**src/hdl/tcpc_cfg.svh**
```systemverilog
// Constants for the Type-C port pin control block.
`ifndef TCPC_CFG_SVH
`define TCPC_CFG_SVH
`define TCPC_ADDR_HIGH 7'h67
`define TCPC_ADDR_LOW 7'h47
`define TCPC_STRAP_SETTLE_CYC 16'h0010
`define TCPC_CUR_DEFAULT 2'h0
`define TCPC_CUR_MEDIUM 2'h1
`define TCPC_CUR_HIGH 2'h2
`endif

```
**src/hdl/tcpc_pkg.sv**
```systemverilog
// Types for the Type-C port pin control block.
package tcpc_pkg;
  typedef enum logic [1:0] {TCPC_STRAP_LOW, TCPC_STRAP_OPEN, TCPC_STRAP_HIGH} tcpc_strap_t;
  typedef enum logic [1:0] {TCPC_ROLE_SINK, TCPC_ROLE_SOURCE, TCPC_ROLE_DUAL} tcpc_role_t;
  typedef struct packed {
    logic       attached;
    logic       acting_source;
    logic       flip;
    logic       audio;
    logic [1:0] current;
  } tcpc_cc_status_t;
  typedef struct packed {
    logic o;
    logic oe;
  } tcpc_od_t;
endpackage

```
**src/hdl/tcpc_pin_ctrl.sv**
```systemverilog
// Pin-level control and status logic of a Type-C configuration channel port.
`include "tcpc_cfg.svh"
`timescale 1ns/100ps
`default_nettype none
////////////////////////////////////////////////////////////////////////////////
// Contract
// - Strap high: I2C enabled at target address 0x67.
// - Strap low: I2C enabled at target address 0x47.
// - Strap open: I2C disabled, shared pins become status outputs.
// - Orientation pin released for plug position 2, pulled low for position 1.
// - I2C mode: interrupt pin pulls low while register contents changed.
// - GPIO mode: interrupt pin pulls low while audio accessory detected.
// - GPIO sink: flag A low for medium or high current.
// - GPIO sink: flag B low only for high current.
// - I2C mode: shared pins carry data and clock; GPIO mode: current flags.
// - Source-attach pin pulled low on attach while acting as source.
// - Sink attach needs bus voltage present.
module tcpc_pin_ctrl (
  input  wire logic                     clock,
  input  wire logic                     sys_rst,
  input  wire logic                     strap_high,
  input  wire logic                     strap_low,
  input  wire logic                     enable_n,
  input  wire logic                     bus_voltage_sense,
  input  wire tcpc_pkg::tcpc_cc_status_t cc_status,
  input  wire logic                     reg_changed,
  input  wire logic                     irq_clear,
  input  wire logic                     i2c_sda_oe,
  output logic                          i2c_enable,
  output logic [6:0]                    i2c_target_addr,
  output logic                          device_active,
  output logic                          sink_attached,
  output tcpc_pkg::tcpc_od_t            orient_pin,
  output tcpc_pkg::tcpc_od_t            audio_accessory_flag,
  output tcpc_pkg::tcpc_od_t            current_level_flag_a,
  output tcpc_pkg::tcpc_od_t            current_level_flag_b,
  output tcpc_pkg::tcpc_od_t            source_attach_low
);
  logic [2:0]            sync_q;
  tcpc_pkg::tcpc_strap_t strap_q;
  logic [15:0]           settle_q;
  logic                  strap_done_q;
  logic                  irq_q;
  logic                  act;
  logic                  gpio;
  logic                  vbus_s;

  tcpc_sync #(.W(3)) u_sync (
    .clock   (clock),
    .sys_rst (sys_rst),
    .d       ({strap_high, strap_low, enable_n}),
    .q       (sync_q)
  );

  // The bus-voltage pin comes from outside the clock domain, so it passes two flops like the straps.
  tcpc_sync #(.W(1)) u_sync_vbus (
    .clock   (clock),
    .sys_rst (sys_rst),
    .d       (bus_voltage_sense),
    .q       (vbus_s)
  );

  ////////////////////////////////////////////////////////////////////////////
  // The strap is caught once after reset settles; changing it later needs a reset.
  always_ff @(posedge clock or posedge sys_rst) begin
    if (sys_rst) begin
      settle_q     <= 16'h0000;
      strap_done_q <= 1'b0;
      strap_q      <= tcpc_pkg::TCPC_STRAP_OPEN;
    end else if (!strap_done_q) begin
      settle_q <= settle_q + 16'h0001;
      if (settle_q == `TCPC_STRAP_SETTLE_CYC) begin
        strap_done_q <= 1'b1;
        if (sync_q[2])
          strap_q <= tcpc_pkg::TCPC_STRAP_HIGH;
        else if (sync_q[1])
          strap_q <= tcpc_pkg::TCPC_STRAP_LOW;
        else
          strap_q <= tcpc_pkg::TCPC_STRAP_OPEN;
      end
    end
  end

  assign act  = strap_done_q && !sync_q[0];
  assign gpio = strap_q == tcpc_pkg::TCPC_STRAP_OPEN;

  always_ff @(posedge clock or posedge sys_rst) begin
    if (sys_rst) begin
      i2c_enable      <= 1'b0;
      i2c_target_addr <= 7'h00;
      device_active   <= 1'b0;
    end else begin
      device_active   <= act;
      i2c_enable      <= act && !gpio;
      i2c_target_addr <= (strap_q == tcpc_pkg::TCPC_STRAP_HIGH) ? `TCPC_ADDR_HIGH : `TCPC_ADDR_LOW;
    end
  end

  ////////////////////////////////////////////////////////////////////////////
  // Set wins over clear so a change in the clearing cycle is kept.
  always_ff @(posedge clock or posedge sys_rst) begin
    if (sys_rst)
      irq_q <= 1'b0;
    else if (!act || gpio)
      irq_q <= 1'b0;
    else if (reg_changed)
      irq_q <= 1'b1;
    else if (irq_clear)
      irq_q <= 1'b0;
  end

  ////////////////////////////////////////////////////////////////////////////
  // Pin drivers: o is always zero, oe high pulls the pin low.
  always_ff @(posedge clock or posedge sys_rst) begin
    if (sys_rst) begin
      orient_pin           <= '0;
      audio_accessory_flag <= '0;
      current_level_flag_a <= '0;
      current_level_flag_b <= '0;
      source_attach_low    <= '0;
      sink_attached        <= 1'b0;
    end else begin
      sink_attached <= act && cc_status.attached && !cc_status.acting_source
                       && vbus_s;
      orient_pin.o <= 1'b0;
      orient_pin.oe <= act && cc_status.attached && !cc_status.flip;
      source_attach_low.o <= 1'b0;
      source_attach_low.oe <= act && cc_status.attached && cc_status.acting_source;
      audio_accessory_flag.o <= 1'b0;
      if (gpio)
        audio_accessory_flag.oe <= act && cc_status.audio;
      else
        audio_accessory_flag.oe <= irq_q;
      current_level_flag_a.o <= 1'b0;
      current_level_flag_b.o <= 1'b0;
      if (gpio) begin
        current_level_flag_a.oe <= act && !cc_status.acting_source && cc_status.attached
                                   && vbus_s
                                   && cc_status.current != `TCPC_CUR_DEFAULT;
        current_level_flag_b.oe <= act && !cc_status.acting_source && cc_status.attached
                                   && vbus_s
                                   && cc_status.current == `TCPC_CUR_HIGH;
      end else begin
        current_level_flag_a.oe <= act && i2c_sda_oe;
        current_level_flag_b.oe <= 1'b0;
      end
    end
  end

  ////////////////////////////////////////////////////////////////////////////
  a_flag_b_high: assert property (
    @(posedge clock) disable iff (sys_rst)
    current_level_flag_b.oe |-> current_level_flag_a.oe
  ) else $error("flag b low without flag a");
  a_flag_b_level: assert property (
    @(posedge clock) disable iff (sys_rst)
    (gpio && cc_status.current != `TCPC_CUR_HIGH) |=> !current_level_flag_b.oe
  ) else $error("flag b low below high current");
  a_flag_a_default: assert property (
    @(posedge clock) disable iff (sys_rst)
    (gpio && cc_status.current == `TCPC_CUR_DEFAULT) |=> !current_level_flag_a.oe
  ) else $error("flag a low at default current");
  a_flag_a_sink: assert property (
    @(posedge clock) disable iff (sys_rst)
    (act && gpio && cc_status.attached && !cc_status.acting_source && vbus_s
     && cc_status.current != `TCPC_CUR_DEFAULT) |=> current_level_flag_a.oe
  ) else $error("flag a not low above default current");
  a_i2c_clock_free: assert property (
    @(posedge clock) disable iff (sys_rst)
    !gpio |=> !current_level_flag_b.oe
  ) else $error("clock pin driven in i2c mode");
  a_i2c_data_pin: assert property (
    @(posedge clock) disable iff (sys_rst)
    (act && !gpio && i2c_sda_oe) |=> current_level_flag_a.oe
  ) else $error("data pin not driven in i2c mode");
  a_src_attach: assert property (
    @(posedge clock) disable iff (sys_rst)
    (act && cc_status.attached && cc_status.acting_source) |=> source_attach_low.oe
  ) else $error("source attach not flagged");
  a_sink_vbus: assert property (
    @(posedge clock) disable iff (sys_rst)
    sink_attached |-> $past(vbus_s)
  ) else $error("sink attach without bus voltage");
  a_orient_pos: assert property (
    @(posedge clock) disable iff (sys_rst)
    (act && cc_status.attached && cc_status.flip) |=> !orient_pin.oe
  ) else $error("orientation wrong");
  a_orient_low: assert property (
    @(posedge clock) disable iff (sys_rst)
    (act && cc_status.attached && !cc_status.flip) |=> orient_pin.oe
  ) else $error("orientation not pulled low");
  a_addr_high: assert property (
    @(posedge clock) disable iff (sys_rst)
    (i2c_enable && strap_q == tcpc_pkg::TCPC_STRAP_HIGH) |-> i2c_target_addr == 7'h67
  ) else $error("high address wrong");
  a_addr_low: assert property (
    @(posedge clock) disable iff (sys_rst)
    (i2c_enable && strap_q == tcpc_pkg::TCPC_STRAP_LOW) |-> i2c_target_addr == 7'h47
  ) else $error("low address wrong");
  a_gpio_no_i2c: assert property (
    @(posedge clock) disable iff (sys_rst)
    gpio |=> !i2c_enable
  ) else $error("i2c enabled in gpio mode");
  a_strap_locked: assert property (
    @(posedge clock) disable iff (sys_rst)
    strap_done_q |=> $stable(strap_q)
  ) else $error("strap changed after capture");
  a_irq_set: assert property (
    @(posedge clock) disable iff (sys_rst)
    (act && !gpio && reg_changed) |=> ##1 audio_accessory_flag.oe
  ) else $error("interrupt not raised");
  a_irq_set_wins: assert property (
    @(posedge clock) disable iff (sys_rst)
    (act && !gpio && reg_changed && irq_clear) |=> irq_q
  ) else $error("clear won over a change");
  a_irq_hold: assert property (
    @(posedge clock) disable iff (sys_rst)
    (act && !gpio && irq_q && !irq_clear) |=> irq_q
  ) else $error("interrupt dropped without clear");
  a_audio_flag: assert property (
    @(posedge clock) disable iff (sys_rst)
    (act && gpio && cc_status.audio) |=> audio_accessory_flag.oe
  ) else $error("audio flag missing");
  a_disable_quiet: assert property (
    @(posedge clock) disable iff (sys_rst)
    !act |=> !device_active && !i2c_enable && !sink_attached && !orient_pin.oe && !source_attach_low.oe
  ) else $error("active while disabled");
endmodule // tcpc_pin_ctrl
`default_nettype wire

```
**src/hdl/tcpc_sync.sv**
```systemverilog
// Two-flop synchroniser, one per bit.
`timescale 1ns/100ps
`default_nettype none
module tcpc_sync #(
  parameter int W = 1
) (
  input  wire logic         clock,
  input  wire logic         sys_rst,
  input  wire logic [W-1:0] d,
  output logic      [W-1:0] q
);
  genvar i;
  generate
    for (i = 0; i < W; i++) begin : g_bit
      logic s1_q;
      always_ff @(posedge clock or posedge sys_rst) begin
        if (sys_rst) begin
          s1_q <= 1'b0;
          q[i] <= 1'b0;
        end else begin
          s1_q <= d[i];
          q[i] <= s1_q;
        end
      end
    end
  endgenerate
endmodule // tcpc_sync
`default_nettype wire

```
**config.mk**
```make
export PLATFORM = sky130hd
export DESIGN_NAME = tcpc_pin_ctrl
export DESIGN_NICKNAME = d
export VERILOG_FILES = /design/src/hdl/tcpc_pkg.sv /design/src/hdl/tcpc_pin_ctrl.sv /design/src/hdl/tcpc_sync.sv
export VERILOG_INCLUDE_DIRS = /design/src /design/src/hdl
export SDC_FILE = /design/constraint.sdc
export NUM_CORES = 1
export LEC_CHECK = 0
export BUFFER_PORTS_ARGS = -buffer_cell sky130_fd_sc_hd__buf_2
export CORE_MARGIN = 4
export CORE_UTILIZATION = 48
export CTS_CLUSTER_SIZE = 8
export DETAILED_ROUTE_END_ITERATION = 10
export PLACE_DENSITY = 0.72
export SLEW_MARGIN = 15
export SYNTH_ARGS = -nofsm -noshare
export SYNTH_HDL_FRONTEND = slang
export SYNTH_HIERARCHICAL = 1
export SYNTH_SLANG_ARGS = --single-unit
```
**constraint.sdc**
```tcl
create_clock -name clock -period 2 [get_ports clock]
set_clock_uncertainty 0.1 [all_clocks]
set_input_delay 0 -clock clock [delete_from_list [all_inputs] [get_ports clock]]
set_output_delay 0 -clock clock [all_outputs]
set_load 0.05 [all_outputs]
```
==> reports/results.txt <==
status -> finished, final reports clean
Die H -> 65.5 um
Core Region -> 3100 um^2
final hold violation count -> 0
Ys Warns -> 6
Critical Path RT -> 2190 ps
Die W -> 65.5 um
post-synthesis cell count -> 128
CP bufs+invs -> 1
CTS tree -> yes
gr ovfl total -> 0
net switching power -> 0.375 mW
cells along the critical path -> nand3b_1, nor3b_2, nand2b_1, nor3b_1, dlygate4sd3_1
global placement routability congestion -> 0.849
# fillers -> 251
Final Cycle Share -> 0.939
Post CTS Setup Buffer Count -> 0
Wirelength per Cell -> 13.7 um
DRC errors left -> 0
nets -> 192
gr usage total -> 0.163
die area -> 4290 um^2
Critical-path top delay cell -> dlygate4sd3_1
area of the multi-input gates -> 548 um^2
I/O Buffers -> 27
TritonCTS Buffers -> 5
mean post-synth cell area -> 12.4 um^2
Post-Route WL -> 3020 um
R2R depth -> 5
htree depth -> 2
area of placed instances -> 1710 um^2
max cap viols -> 0
r2r endpoint -> current_level_flag_b[0]$_DFF_PP0_
number of library cell types mapped by synthesis -> 32
Flop pwr share -> 0.540
via count -> 1038
register area -> 953 um^2
CP Max Fanout -> 2
final setup TNS -> 0 ps
critical path capture point type -> register
Critical Path Max Stage Delay -> 560 ps
Worst-Skew Late Latency -> 340 ps
total of flip-flops plus latches after synthesis -> 38
Leak Pwr -> 0.999 nW
minimum clock period -> 1880 ps
Post-DRT Antenna Nets -> 0
clk slew on worst S/H paths -> 110 ps
Area growth syn-to-layout -> 25.1%
first-pass GRT wire length -> 4960 um
internal power -> 1.10 mW
Hold/Removal Path Class -> input port to async pin
# setup viols final -> 0
Initial DRC Count -> 37
DPL Wire Length -> 1940 um
Power Dens Cells -> 744 nW/um^2
largest net degree at the start of global routing -> 21
Peak Freq -> 0.533 GHz
sequential area share after synthesis -> 0.600
Reg2Reg Launch Point -> u_sync/q[0]$_DFF_PP0_
# rows -> 20
Finished Cell Area -> 1980 um^2
CP arrival -> 2070 ps
CP delay by family, top -> simple AND/OR/NAND/NOR gates
clk buf depth -> 2
Worst R2R Setup Slack -> 120 ps
Post-Syn Area -> 1590 um^2
# diodes -> 0
CTS sink cnt -> 38
RSZ-0062 raised after global routing -> true
final core utilization -> 0.640
Comb pwr share -> 0.111
switch share -> 0.254
drt via density -> 4.72
crit start category -> register
critical path class -> register to register
share of layout cells above drive strength 1 -> 0.261
antenna violations before repair -> 0
Slew Limit Fails -> 0
clock power share -> 0.349
initial core utilization -> 0.511
Root Driver -> clkbuf_4
DRT Pass-1 Iters -> 4
Top Ports -> 35
number of global-route vias before repair -> 1087
total power -> 1.48 mW
worst vdd ir -> 0.602 mV
==> sequential cells by signal, summed over array words and instances, names as in the netlist <==
| signal | flops |
|---|---|
| sink_attached | 1 |
| irq_q | 1 |
| current_level_flag_b | 1 |
| strap_q | 2 |
| audio_accessory_flag | 1 |
| u_sync_vbus/q | 1 |
| orient_pin | 1 |
| u_sync_vbus/g_bit.s1_q | 1 |
| current_level_flag_a | 1 |
| settle_q | 16 |
| strap_done_q | 1 |
| source_attach_low | 1 |
| i2c_target_addr | 2 |
| i2c_enable | 1 |
| u_sync/g_bit.s1_q | 3 |
| u_sync/q | 3 |
| device_active | 1 |
==> cell families after synthesis <==
kind of cell	count (synthesis)	synth area share
and+or+nand+nor	47	0.188
xor gates and xnor gates	15	0.0828
AOI/OAI and AO/OA	3	0.0110
muxes	3	0.0213
other	2	0.00473
buffers and inverters	18	0.0757
adders and majority gates	2	0.0158
DFF	38	0.600
==> worst max path at each step <==
stage	start	end	slack, ps	cells after the start
after global routing	u_sync/q[0]$_DFF_PP0_	current_level_flag_b[0]$_DFF_PP0_	-40	5
after floorplan	settle_q[0]$_DFFE_PP0N_	strap_q[1]$_DFFE_PP0P_	350	6
after detailed placement	settle_q[0]$_DFFE_PP0N_	strap_q[1]$_DFFE_PP0P_	140	6
after CTS	strap_done_q$_DFF_PP0_	current_level_flag_b[0]$_DFF_PP0_	90	5
final	u_sync/q[0]$_DFF_PP0_	current_level_flag_b[0]$_DFF_PP0_	120	5
after global placement	settle_q[0]$_DFFE_PP0N_	strap_q[1]$_DFFE_PP0P_	270	6
==> power by group through the flow <==
stage	clock network, mW	logic (mW)	registers (mW)
5_1_grt	0.567	0.175	0.800
2_1_floorplan	0	0.0802	0.845
6_report	0.515	0.164	0.797
3_5_place_dp	0	0.135	0.812
3_3_place_gp	0	0.133	0.811
4_1_cts	0.535	0.160	0.797
==> metal layers <==
| layer | GRT usage | routed length [um] | up-vias |
|---|---|---|---|
| li1 | - | - | 488 |
| met1 | 0.173 | 1130 | 513 |
| met2 | 0.279 | 1630 | 24 |
| met3 | 0.0462 | 127 | 13 |
| met4 | 0.109 | 125 | 0 |
| met5 | 0 | 0 | - |
==> final cells by class <==
cell class | count | area share
clock buffer | 5 | 0.0189
tap | 44 | 0.0277
timing repair buffer | 46 | 0.163
inverter | 6 | 0.0113
multi-input combinational | 78 | 0.276
clock inverter | 3 | 0.0227
sequential | 38 | 0.480
==> worst min-delay path, stage by stage <==
cell,delay [ps]
dlygate4sd3_1,540
buf_2,130
inv_1,300
==> cells in the final DEF (no fill, tap or decap), types with 2 or more instances in the layout <==
| cell | n |
|---|---|
| conb_1 | 8 |
| nand4_1 | 4 |
| clkbuf_4 | 5 |
| dlygate4sd3_1 | 18 |
| dfrtp_1 | 36 |
| nor2b_1 | 3 |
| ha_1 | 2 |
| nand2b_1 | 4 |
| mux2_2 | 3 |
| xnor2_1 | 9 |
| buf_2 | 27 |
| nand2_1 | 10 |
| clkinvlp_4 | 2 |
| nor3_4 | 2 |
| nor2_1 | 8 |
| xor2_1 | 6 |
| inv_1 | 6 |
==> synth_stat cells <==
master     n  share of area
nor3_1     1         0.0032
nand4b_4   1          0.015
nor3_4     2          0.021
xor2_1     6          0.033
nand4_1    4          0.016
nand3_1    1         0.0032
and2_1     1         0.0039
and2b_1    1         0.0047
mux2_2     3          0.021
and4_1     1         0.0055
nor4b_1    2          0.011
and3_1     1         0.0039
nand3b_1   1         0.0047
nand2_1   10          0.024
nor2_1     8          0.019
buf_4     10          0.047
o21a_1     1         0.0047
nor2b_1    3          0.012
inv_1      6          0.014
buf_6      2          0.014
nor4_1     1         0.0039
ha_1       2          0.016
nand2b_1   4          0.016
nor3b_1    2         0.0095
or2_1      1         0.0039
dfstp_2    1          0.017
dfrtp_1   37           0.58
and3b_1    1         0.0055
or3_1      1         0.0039
conb_1     2         0.0047
o21ai_0    2         0.0063
xnor2_1    9          0.050
==> metrics by stage <==
stage,instances,worst slack (ps),hold WS [ps]
floorplan,134,349,-359
global placement,194,274,-232
detailed placement,194,141,-223
CTS,220,93.4,72.6
global route,220,-35.5,103
finish,220,122,88.7
==> what timing repair did <==
item,CTS,global route
endpoints found under the setup margin,0,4
endpoints found under the hold margin,48,0
hold buffers,18,0
gates resized for setup,0,4
No activity file was read; power rests on OpenSTA's default activity.
